===== src/rtl/trig_route_pkg.sv =====
// Functional notes
// - Timer-to-timer trigger routes pass in all modes except Stop.
// - Auto-wakeup event triggers second general timer, blocked in Stop.
// - Clock event reaches low-power timer trigger in every mode, Stop included.
// - Selected clock source feeds timer input channel except in Stop.
// - Pins drive timer and converter triggers except Stop; low-power timer always.
// - Peripheral request starts the fast oscillator without software.
// - During Stop the fast oscillator clocks only requesting peripherals.
// - Fast oscillator stops once no requester still needs it.
// - Both serial receivers wake the device on start bit in Stop.
// - Low-power serial receiver may run from the low-speed crystal clock.
// - Standard serial receiver requests or keeps the fast oscillator for wakeup.
// - I2C address match raises a wakeup in Stop mode.
// - I2C reception in Stop requests and keeps the fast oscillator.
package trig_route_pkg;

  // ------------------------------------------------------------
  // Power modes
  // ------------------------------------------------------------
  typedef enum logic [4:0] {
    MODE_RUN      = 5'h01,
    MODE_SLEEP    = 5'h02,
    MODE_LP_RUN   = 5'h04,
    MODE_LP_SLEEP = 5'h08,
    MODE_STOP     = 5'h10
  } power_mode_type;

  // ------------------------------------------------------------
  // Oscillator requester indices
  // ------------------------------------------------------------
  localparam int REQ_USART = 0;
  localparam int REQ_LPSR  = 1;
  localparam int REQ_I2C   = 2;
  localparam int REQ_COUNT = 3;

  // Low-power serial receiver clock select codes
  localparam logic LPSR_CLK_FAST = 1'b0;
  localparam logic LPSR_CLK_XTAL = 1'b1;

  // Wakeup reasons from Stop-capable peripherals
  typedef struct packed {
    logic usart_start;
    logic lpsr_start;
    logic lpsr_frame;
    logic i2c_addr;
  } wake_src_type;

  typedef struct packed {
    logic usart_active;
    logic lpsr_active;
    logic i2c_active;
  } osc_req_type;

endpackage : trig_route_pkg


===== src/rtl/osc_demand.sv =====
`timescale 1ns/100ps
`default_nettype none
module osc_demand
  import trig_route_pkg::*;
(
  input  wire logic                 core_clk_in,
  input  wire logic                 resetn_in,
  input  wire logic                 stop_in,
  input  wire logic [REQ_COUNT-1:0] req_in,
  output var  logic                 osc_en_out,
  output var  logic [REQ_COUNT-1:0] feed_out
);

  // ------------------------------------------------------------
  // Demand combine and per-requester gating
  // ------------------------------------------------------------
  always_ff @(posedge core_clk_in or negedge resetn_in) begin
    if (!resetn_in) begin
      osc_en_out <= 1'b0;
    end else begin
      osc_en_out <= |req_in;
    end
  end

  // In Stop only requesters are fed; outside Stop all stay fed
  always_ff @(posedge core_clk_in or negedge resetn_in) begin
    if (!resetn_in) begin
      feed_out <= '0;
    end else if (stop_in) begin
      feed_out <= req_in;
    end else begin
      feed_out <= {REQ_COUNT{1'b1}};
    end
  end

endmodule : osc_demand
`default_nettype wire


===== src/rtl/trig_route.sv =====
`timescale 1ns/100ps
`default_nettype none
module trig_route
  import trig_route_pkg::*;
#(
  parameter int N_TIMERS = 2,
  parameter int N_CLOCKS = 4,
  parameter int N_PINS   = 4,
  parameter int SEL_W    = 2
)(
  input  wire logic                 core_clk_in,
  input  wire logic                 resetn_in,
  input  wire power_mode_type       power_mode_in,
  input  wire logic [N_TIMERS-1:0]  timer_trig_in,
  input  wire logic [SEL_W-1:0]     timer_trig_sel_in,
  input  wire logic                 auto_wakeup_in,
  input  wire logic                 clock_event_in,
  input  wire logic [N_CLOCKS-1:0]  clock_src_in,
  input  wire logic [SEL_W-1:0]     clock_sel_in,
  input  wire logic [N_PINS-1:0]    pins_in,
  input  wire logic [SEL_W-1:0]     timer_pin_sel_in,
  input  wire logic [SEL_W-1:0]     lptim_pin_sel_in,
  input  wire logic [SEL_W-1:0]     conv_pin_sel_in,
  input  wire wake_src_type         wake_src_in,
  input  wire osc_req_type          osc_req_in,
  input  wire logic                 lpsr_clk_sel_in,
  output var  logic [N_TIMERS-1:0]  timer_trig_out,
  output var  logic                 second_timer_trig_out,
  output var  logic                 lptim_trig_out,
  output var  logic                 timer_channel_out,
  output var  logic                 timer_pin_trig_out,
  output var  logic                 lptim_pin_out,
  output var  logic                 conv_trig_out,
  output var  logic                 wakeup_irq_out,
  output var  wake_src_type         wake_cause_out,
  output var  logic                 osc_en_out,
  output var  logic [REQ_COUNT-1:0] osc_feed_out,
  output var  logic                 lpsr_use_xtal_out
);

  // ------------------------------------------------------------
  // Mode decode
  // ------------------------------------------------------------
  logic stop_mode;
  logic run_like;

  function automatic logic pick(input logic [31:0] v, input logic [SEL_W-1:0] s);
    pick = v[s];
  endfunction : pick

  assign stop_mode = (power_mode_in == MODE_STOP);
  assign run_like  = (power_mode_in == MODE_RUN) || (power_mode_in == MODE_SLEEP) ||
                     (power_mode_in == MODE_LP_RUN) || (power_mode_in == MODE_LP_SLEEP);

  // ------------------------------------------------------------
  // Trigger routes
  // ------------------------------------------------------------
  // Every timer is triggered by the one selected timer (same select for all, itself included); blocked in Stop
  always_ff @(posedge core_clk_in or negedge resetn_in) begin
    if (!resetn_in) begin
      timer_trig_out <= '0;
    end else begin
      for (int i = 0; i < N_TIMERS; i++) begin
        timer_trig_out[i] <= run_like && pick(32'(timer_trig_in), timer_trig_sel_in);
      end
    end
  end

  always_ff @(posedge core_clk_in or negedge resetn_in) begin
    if (!resetn_in) begin
      second_timer_trig_out <= 1'b0;
      lptim_trig_out        <= 1'b0;
    end else begin
      second_timer_trig_out <= run_like && auto_wakeup_in;
      lptim_trig_out        <= (run_like || stop_mode) && clock_event_in;
    end
  end

  // Clock sampled by the core clock: only useful for sources well below 50 MHz
  always_ff @(posedge core_clk_in or negedge resetn_in) begin
    if (!resetn_in) begin
      timer_channel_out <= 1'b0;
    end else begin
      timer_channel_out <= run_like && pick(32'(clock_src_in), clock_sel_in);
    end
  end

  always_ff @(posedge core_clk_in or negedge resetn_in) begin
    if (!resetn_in) begin
      timer_pin_trig_out <= 1'b0;
      lptim_pin_out      <= 1'b0;
      conv_trig_out      <= 1'b0;
    end else begin
      timer_pin_trig_out <= run_like && pick(32'(pins_in), timer_pin_sel_in);
      lptim_pin_out      <= (run_like || stop_mode) && pick(32'(pins_in), lptim_pin_sel_in);
      conv_trig_out      <= run_like && pick(32'(pins_in), conv_pin_sel_in);
    end
  end

  // ------------------------------------------------------------
  // Stop-mode wakeup
  // ------------------------------------------------------------
  always_ff @(posedge core_clk_in or negedge resetn_in) begin
    if (!resetn_in) begin
      wakeup_irq_out <= 1'b0;
      wake_cause_out <= '0;
    end else begin
      wake_cause_out <= stop_mode ? wake_src_in : '0;
      wakeup_irq_out <= stop_mode && (|wake_src_in);
    end
  end

  always_ff @(posedge core_clk_in or negedge resetn_in) begin
    if (!resetn_in) begin
      lpsr_use_xtal_out <= 1'b0;
    end else begin
      lpsr_use_xtal_out <= (lpsr_clk_sel_in == LPSR_CLK_XTAL);
    end
  end

  // ------------------------------------------------------------
  // Fast oscillator on demand
  // ------------------------------------------------------------
  logic [REQ_COUNT-1:0] req_vec;

  // Crystal-clocked low-power receiver never needs the fast oscillator
  always_comb begin
    req_vec            = '0;
    req_vec[REQ_USART] = osc_req_in.usart_active;
    req_vec[REQ_LPSR]  = osc_req_in.lpsr_active && (lpsr_clk_sel_in == LPSR_CLK_FAST);
    req_vec[REQ_I2C]   = osc_req_in.i2c_active;
  end

  osc_demand u_osc_demand (
    .core_clk_in (core_clk_in),
    .resetn_in   (resetn_in),
    .stop_in     (stop_mode),
    .req_in      (req_vec),
    .osc_en_out  (osc_en_out),
    .feed_out    (osc_feed_out)
  );

endmodule : trig_route
`default_nettype wire


===== config.mk =====
export PLATFORM = sky130hd
export DESIGN_NAME = trig_route
export DESIGN_NICKNAME = d
export VERILOG_FILES = /design/src/rtl/trig_route_pkg.sv /design/src/rtl/osc_demand.sv /design/src/rtl/trig_route.sv
export SDC_FILE = /design/constraint.sdc
export NUM_CORES = 1
export LEC_CHECK = 0
export BUFFER_PORTS_ARGS = -buffer_cell sky130_fd_sc_hd__clkbuf_2
export CORE_MARGIN = 2
export CORE_UTILIZATION = 35
export CTS_CLUSTER_SIZE = 25
export DETAILED_ROUTE_END_ITERATION = 6
export PLACE_DENSITY = 0.82
export SETUP_SLACK_MARGIN = 0.15
export SLEW_MARGIN = 30
export SYNTH_ARGS = -nofsm -noshare
export SYNTH_HDL_FRONTEND = slang
export SYNTH_HIERARCHICAL = 1
export SYNTH_SLANG_ARGS = --single-unit

===== constraint.sdc =====
create_clock -name core_clk_in -period 0.8 [get_ports core_clk_in]
set_input_delay 0 -clock core_clk_in [delete_from_list [all_inputs] [get_ports core_clk_in]]
set_output_delay 0 -clock core_clk_in [all_outputs]
set_load 0.01 [all_outputs]

==> results of run 1 <==
-- cells in the final DEF (no fill, tap or decap), drive strengths merged, types with 2 or more instances in the layout --
| cell type | instances |
|---|---|
| nand2b | 3 |
| xor2 | 2 |
| nor3 | 2 |
| buf | 5 |
| and2 | 4 |
| clkbuf | 56 |
| a21boi | 2 |
| dfrtp | 17 |
| dlygate4sd3 | 8 |
| nor3b | 5 |
| mux4 | 4 |
| nor2 | 2 |
| nor2b | 3 |
-- metrics by stage --
stage / std cells / util / worst slack [ns] / hold WS [ns] / TNS (ns)
after global placement: 138 / 0.500 / -0.141 / -0.0617 / -1.25
final: 151 / 0.571 / -0.0457 / -0.111 / -0.0804
after floorplan: 57 / - / -0.0169 / -0.296 / -0.0773
after CTS: 150 / 0.548 / -0.0188 / -0.149 / -0.0572
after detailed placement: 138 / 0.500 / -0.199 / -0.0577 / -1.75
after global routing: 151 / 0.571 / -0.0470 / -0.126 / -0.685
-- repair_timing --
item | in CTS | in global routing
buffers inserted | 1 | 0
resized for setup | 0 | 8
endpoints found under the hold margin | 29 | 10
setup endpoints to repair | 23 | 25
pin swaps | 1 | 2
hold buffers | 7 | 4
-- layout make-up --
type	instances	area share
clock buffers	3	0.0182
well taps	28	0.0283
multi-input cells	36	0.299
repair buffers	66	0.307
flip-flops and latches	17	0.343
clock inverters	1	0.00404
-- layer usage --
layer  track usage  up-vias  routed length, um
li1              -      337                  -
met1         0.140      332                586
met2         0.249       42                867
met3        0.0439        2                174
met4        0.0526        0                 14
met5             0        -                  0
-- registers in the layout, indices dropped and copies added, names as in the netlist --
| register | cells |
|---|---|
| conv_trig_out | 1 |
| u_osc_demand/osc_en_out | 1 |
| second_timer_trig_out | 1 |
| lpsr_use_xtal_out | 1 |
| lptim_trig_out | 1 |
| timer_channel_out | 1 |
| wakeup_irq_out | 1 |
| u_osc_demand/feed_out | 3 |
| timer_trig_out | 1 |
| timer_pin_trig_out | 1 |
| lptim_pin_out | 1 |
| wake_cause_out | 4 |
-- how the worst max path moves through the flow --
stage                                              endpoint  slack [ns]
after floorplan                     conv_trig_out$_DFF_PN0_       -0.02
after global placement         timer_pin_trig_out$_DFF_PN0_       -0.14
after detailed placement    second_timer_trig_out$_DFF_PN0_       -0.20
after CTS                                 timer_trig_out[0]       -0.02
after global routing                      timer_trig_out[0]       -0.05
final                     u_osc_demand/osc_en_out$_DFF_PN0_       -0.05
-- logic make-up after synthesis --
| group | Yosys count | synth area share |
|---|---|---|
| DFF | 17 | 0.543 |
| buffers and inverters | 4 | 0.0367 |
| AOI/OAI and AO/OA | 6 | 0.0687 |
| xor gates and xnor gates | 2 | 0.0224 |
| and+or+nand+nor | 23 | 0.201 |
| muxes | 5 | 0.128 |
-- power by group through the flow --
stage,registers [mW],logic (mW),clock network (mW)
after global routing,0.889,0.378,0.538
final,0.886,0.346,0.433
after global placement,0.904,0.279,0
after CTS,0.887,0.322,0.462
after detailed placement,0.904,0.290,0
after floorplan,0.917,0.121,0
==> impl_metrics.toml, run 1 <==
[floorplanning]
die_h_um = 51.3
ios = 55
core_um2 = 2170
fp-row-count = 17
die_area_um2 = 2630
die_x_um = 51.3
start_util = 0.361

[timing]
hold_viol = 4
setup_slack_ns = -0.0457
max_freq_mhz = 1180
slew_headroom = 0.741
rsz0062_at_grt = "yes"
setup_viol = 2
fin_crit_sh = 1.06
final_max_slew_viol_count = 0
min_period_ns = 0.846
hold_ws_ns = -0.111
worst_slew_pin_slew_ns = 0.389

[clock_tree]
cts.clk_slew.worst_paths_ns = 0.09
h-tree-depth = 1
clock_path_buffers = 2
clock_sinks = 17
cts_made_buffers = 3
cts_tree = "done"
cts_root_buf = "clkbuf_4"

[logic_synthesis]
yosys.area.top_type = "dfrtp_1"
syn_nets = 94
syn_avg_cell_area_um2 = 13.7
ys_warn_count = 6
synthesis.area_um2 = 783
async_flop_share = 1.00
syn-instance-count = 57
synthMostInstantiatedCell = "dfrtp_1"
ys_ff_latch = 17
ys_top_cells_by_count = "17 x dfrtp_1, 5 x nor3b_1, 4 x and2_1, 4 x mux4_2"
ys_types = 22
synth_top_area_frac = 0.543
synth-main-ff-cell = "dfrtp_1"
ys_seq_area_frac = 0.543
ys_top_cells_by_area = "dfrtp_1 54%, mux4_2 12%, nor3b_1 4.8%, and2_1 3.2%, nand2b_1 2.4%"
synth_edf_count = 0

[cells_and_area]
multi_input_area_um2 = 370
nets = 161
n_antenna_cell = 0
nFillCells = 189
syn2layout_area_growth_pct = 58.1
regArea_um2 = 425
final_area_um2 = 1240
final_layout_size_suffix_gt1_frac = 0.610

[route]
via_per_inst = 4.72
drc = 0
routed_wirelength_mm = 1.64
antenna_left = 0
drt-initial-drc-count = 6
detail_route.wl_per_cell_um = 10.9
num_vias = 713
drtPass1Iterations = 5

[worst_hold_path]
whs_path_depth = 2
min_to = "timer_trig_out[0]$_DFF_PN0_"
hold_path_class = "input port to register"
min_from = "timer_trig_sel_in[1]"

[placement]
io_buffers = 54
gp_congestion = 0.694
hpwl_mm = 1.32
post_dp_cell_area_um2 = 1080

[setup_path]
slowest_stage = "dlygate4sd3_1"
arrival_ns = 1.01
crit_family = "buffers and inverters"
crit_type = "input port to register"
path_cells = "clkbuf_2, dlygate4sd3_1, or3_1"
critPathMaxStageDelay_ns = 0.57
crit_required_ns = 0.97
cp-end-kind = "register"
worst-path-stages = 3
startpoint = "osc_req_in[2]"
path_max_fanout = 2
path_buf_inv = 2
worst_setup_path_start_kind = "input port"

[status]
violations = "negative hold slack, negative setup slack"
status = "finished with violations"

[global_routing]
gr-usage-all-layers = 0.135
grt_pass1_wl_mm = 2.55
antenna_found_initial = 0
gr-total-overflow = 0
grt_pass1_vias = 643
grt_max_degree = 18

[pwr]
p_int_mw = 1.26
irDropWorstVdd_v = 0.000862
p_leak_nw = 0.619
p_comb_frac = 0.208
finalPower_mw = 1.67
p_switching_mw = 0.404
p_seq_frac = 0.532
power_density_nw_per_um2 = 1340
switching_share = 0.243
pwr-share-clk = 0.260

[job]
maxCapViolCount = 0
(Power assumes the default switching activity.)
==> run 2, diff against run 1 <==
--- a/config.mk
+++ b/config.mk
@@ -5,12 +5,13 @@
 export SDC_FILE = /design/constraint.sdc
 export NUM_CORES = 1
 export LEC_CHECK = 0
-export BUFFER_PORTS_ARGS = -buffer_cell sky130_fd_sc_hd__clkbuf_2
+export ABC_AREA = 1
+export BUFFER_PORTS_ARGS = -buffer_cell sky130_fd_sc_hd__buf_2
 export CORE_MARGIN = 2
 export CORE_UTILIZATION = 35
 export CTS_CLUSTER_SIZE = 25
 export DETAILED_ROUTE_END_ITERATION = 6
-export PLACE_DENSITY = 0.82
+export PLACE_DENSITY = 0.81
 export SETUP_SLACK_MARGIN = 0.15
 export SLEW_MARGIN = 30
 export SYNTH_ARGS = -nofsm -noshare
==> run 2 against run 1 <==
- the run ends with negative hold slack left
- synthesized cell count up 61%
- critical endpoint is now conv_trig_out
- wire length up 12%
- clock-buffer cell count up 1
- largest cell class unchanged
- cell area up 0.50%
- power up 0.24%
- critical path depth down 2
- highest routed layer unchanged
- cell count up 24%
- clock power about the same
==> impl_metrics.toml, run 2 <==
[route]
drc = 0
num_vias = 807
detail_route.wl_per_cell_um = 9.82
drt-initial-drc-count = 1
via_per_inst = 4.32
routed_wirelength_mm = 1.84
antenna_left = 0
drtPass1Iterations = 3

[pwr]
irDropWorstVdd_v = 0.000731
power_density_nw_per_um2 = 1340
p_leak_nw = 0.724

[setup_path]
critPathMaxStageDelay_ns = 0.38
crit_required_ns = 0.80
crit_family = "flip-flops"
path_cells = "buf_2"
worst_setup_path_start_kind = "register"
cp-end-kind = "primary output"
crit_type = "register to primary output"
path_max_fanout = 1
arrival_ns = 0.80
slowest_stage = "dfrtp_1"
path_buf_inv = 1

[floorplanning]
ios = 55
die_h_um = 52.2
die_area_um2 = 2730
fp-row-count = 17
die_x_um = 52.2
core_um2 = 2210
start_util = 0.368

[logic_synthesis]
yosys.area.top_type = "dfrtp_1"
syn_nets = 129
syn_avg_cell_area_um2 = 8.84
ys_ff_latch = 17
synth_edf_count = 0
ys_seq_area_frac = 0.523
synthesis.area_um2 = 813
ys_warn_count = 6
synthMostInstantiatedCell = "inv_1"
synth_top_area_frac = 0.523
async_flop_share = 1.00
ys_top_cells_by_area = "dfrtp_1 52%, inv_1 10%, nand2_1 7.8%, a21oi_2 5.4%, nor2_1 4.6%"
ys_top_cells_by_count = "22 x inv_1, 17 x dfrtp_1, 17 x nand2_1, 10 x nor2_1, 5 x a21oi_2"
synth-main-ff-cell = "dfrtp_1"
ys_types = 18
syn-instance-count = 92

[worst_hold_path]
hold_path_class = "input port to register"

[global_routing]
gr-usage-all-layers = 0.149
grt_max_degree = 18
antenna_found_initial = 0
gr-total-overflow = 0
grt_pass1_wl_mm = 3.04
grt_pass1_vias = 806

[cells_and_area]
layout_common_cells = "54 x buf_2, 22 x inv_1, 17 x nand2_1, 17 x dfrtp_1, 9 x dlygate4sd3_1"
final_layout_size_suffix_gt1_frac = 0.453
nets = 197
top_register = "wake_cause_out"
final_common_cell = "buf_2"
syn2layout_area_growth_pct = 53.1
stdcell_count = 187
n_antenna_cell = 0
top_regs = "wake_cause_out (4), u_osc_demand/feed_out (3)"
largest_reg_flops = 4
nFillCells = 195

[timing]
hold_ws_ns = -0.0428
rsz0062_at_grt = "yes"
slew_headroom = 0.756
setup_slack_ns = 0.00117
setup_viol = 0
hold_viol = 1
final_max_slew_viol_count = 0
min_period_ns = 0.799
fin_crit_sh = 0.999
worst_slew_pin_slew_ns = 0.366
max_freq_mhz = 1250

[placement]
gp_congestion = 0.655
dpl_worst_slack_ns = 0.0157
io_buffers = 54
numPlacedInstances = 173
hpwl_mm = 1.47

[clock_tree]
cts_root_buf = "clkbuf_4"
cts_made_buffers = 3
h-tree-depth = 1
clock_sinks = 17
cts.clk_slew.worst_paths_ns = 0.09
post_cts_buffers = 0
clock_path_buffers = 2
cts_tree = "done"

[job]
maxCapViolCount = 0

[status]
status = "finished with violations"
violations = "negative hold slack"
==> run 2: changes by cell type in the layout (fill, tap and decap cells not counted), sizes merged, moves of 4 or more <==
cell    before  now
a21oi        0    7
and2         4    0
buf          5   54
clkbuf      56    4
inv          0   22
mux4         4    0
nand2        0   18
nor2         2   15
nor3b        5    0
==> run 2: logic make-up (layout without fill, tap and decap cells) <==
family,after synthesis,count (layout),share of synthesized area
AO/OA/AOI/OAI,16,16,0.149
buffers and inverters,23,90,0.111
flip-flops,17,17,0.523
AND/OR/NAND/NOR,36,36,0.217
==> run 2: final timing paths <==
kind | from | cells after the start | endpoint
hold / removal | timer_trig_sel_in[1] | 3 | timer_trig_out[0]$_DFF_PN0_
min in group asynchronous | resetn_in | 2 | second_timer_trig_out$_DFF_PN0_
max in group asynchronous | resetn_in | 2 | lptim_trig_out$_DFF_PN0_
setup / recovery | conv_trig_out$_DFF_PN0_ | 1 | conv_trig_out
==> run 2: metrics by stage <==
| stage | power (mW) | setup TNS (ns) | instance area, um^2 | hold WS [ns] | util |
|---|---|---|---|---|---|
| CTS | 1.68 | -0.00849 | 1240 | -0.0438 | 0.559 |
| global route | 1.78 | -0.342 | 1240 | -0.0458 | 0.563 |
| global placement | 1.20 | 0 | 1110 | -0.0744 | 0.502 |
| floorplan | 1.05 | 0 | 813 | -0.296 | - |
| detailed placement | 1.21 | 0 | 1110 | -0.0675 | 0.502 |
| finish | 1.67 | 0 | 1240 | -0.0428 | 0.563 |
==> run 2: final cells by class <==
cell class | count | area (um^2) | area share
flip-flops and latches | 17 | 425 | 0.342
repair buffers | 64 | 373 | 0.299
well taps | 28 | 35.0 | 0.0281
clock buffers | 4 | 26.3 | 0.0211
inverters | 22 | 82.6 | 0.0663
multi-input cells | 52 | 303 | 0.243
==> run 2: repair_timing <==
item,CTS,global route
hold buffers,10,1
resized for setup,0,3
pin swaps,0,2
endpoints found under the hold margin,30,3
endpoints found under the setup margin,18,21
==> run 2: routing by layer <==
metal,GRT usage,share of wire,up-vias
met1,0.135,0.37,360
li1,-,-,412
met3,0.0229,0.090,2
met5,0,0,-
met4,0.0641,0.0076,0
met2,0.314,0.53,33
==> run 2: power by group <==
group	total, mW	leakage (nW)	internal [mW]	switching (mW)
logic	0.344	0.496	0.167	0.177
clock network	0.436	0.0150	0.193	0.243
registers	0.890	0.213	0.884	0.00640
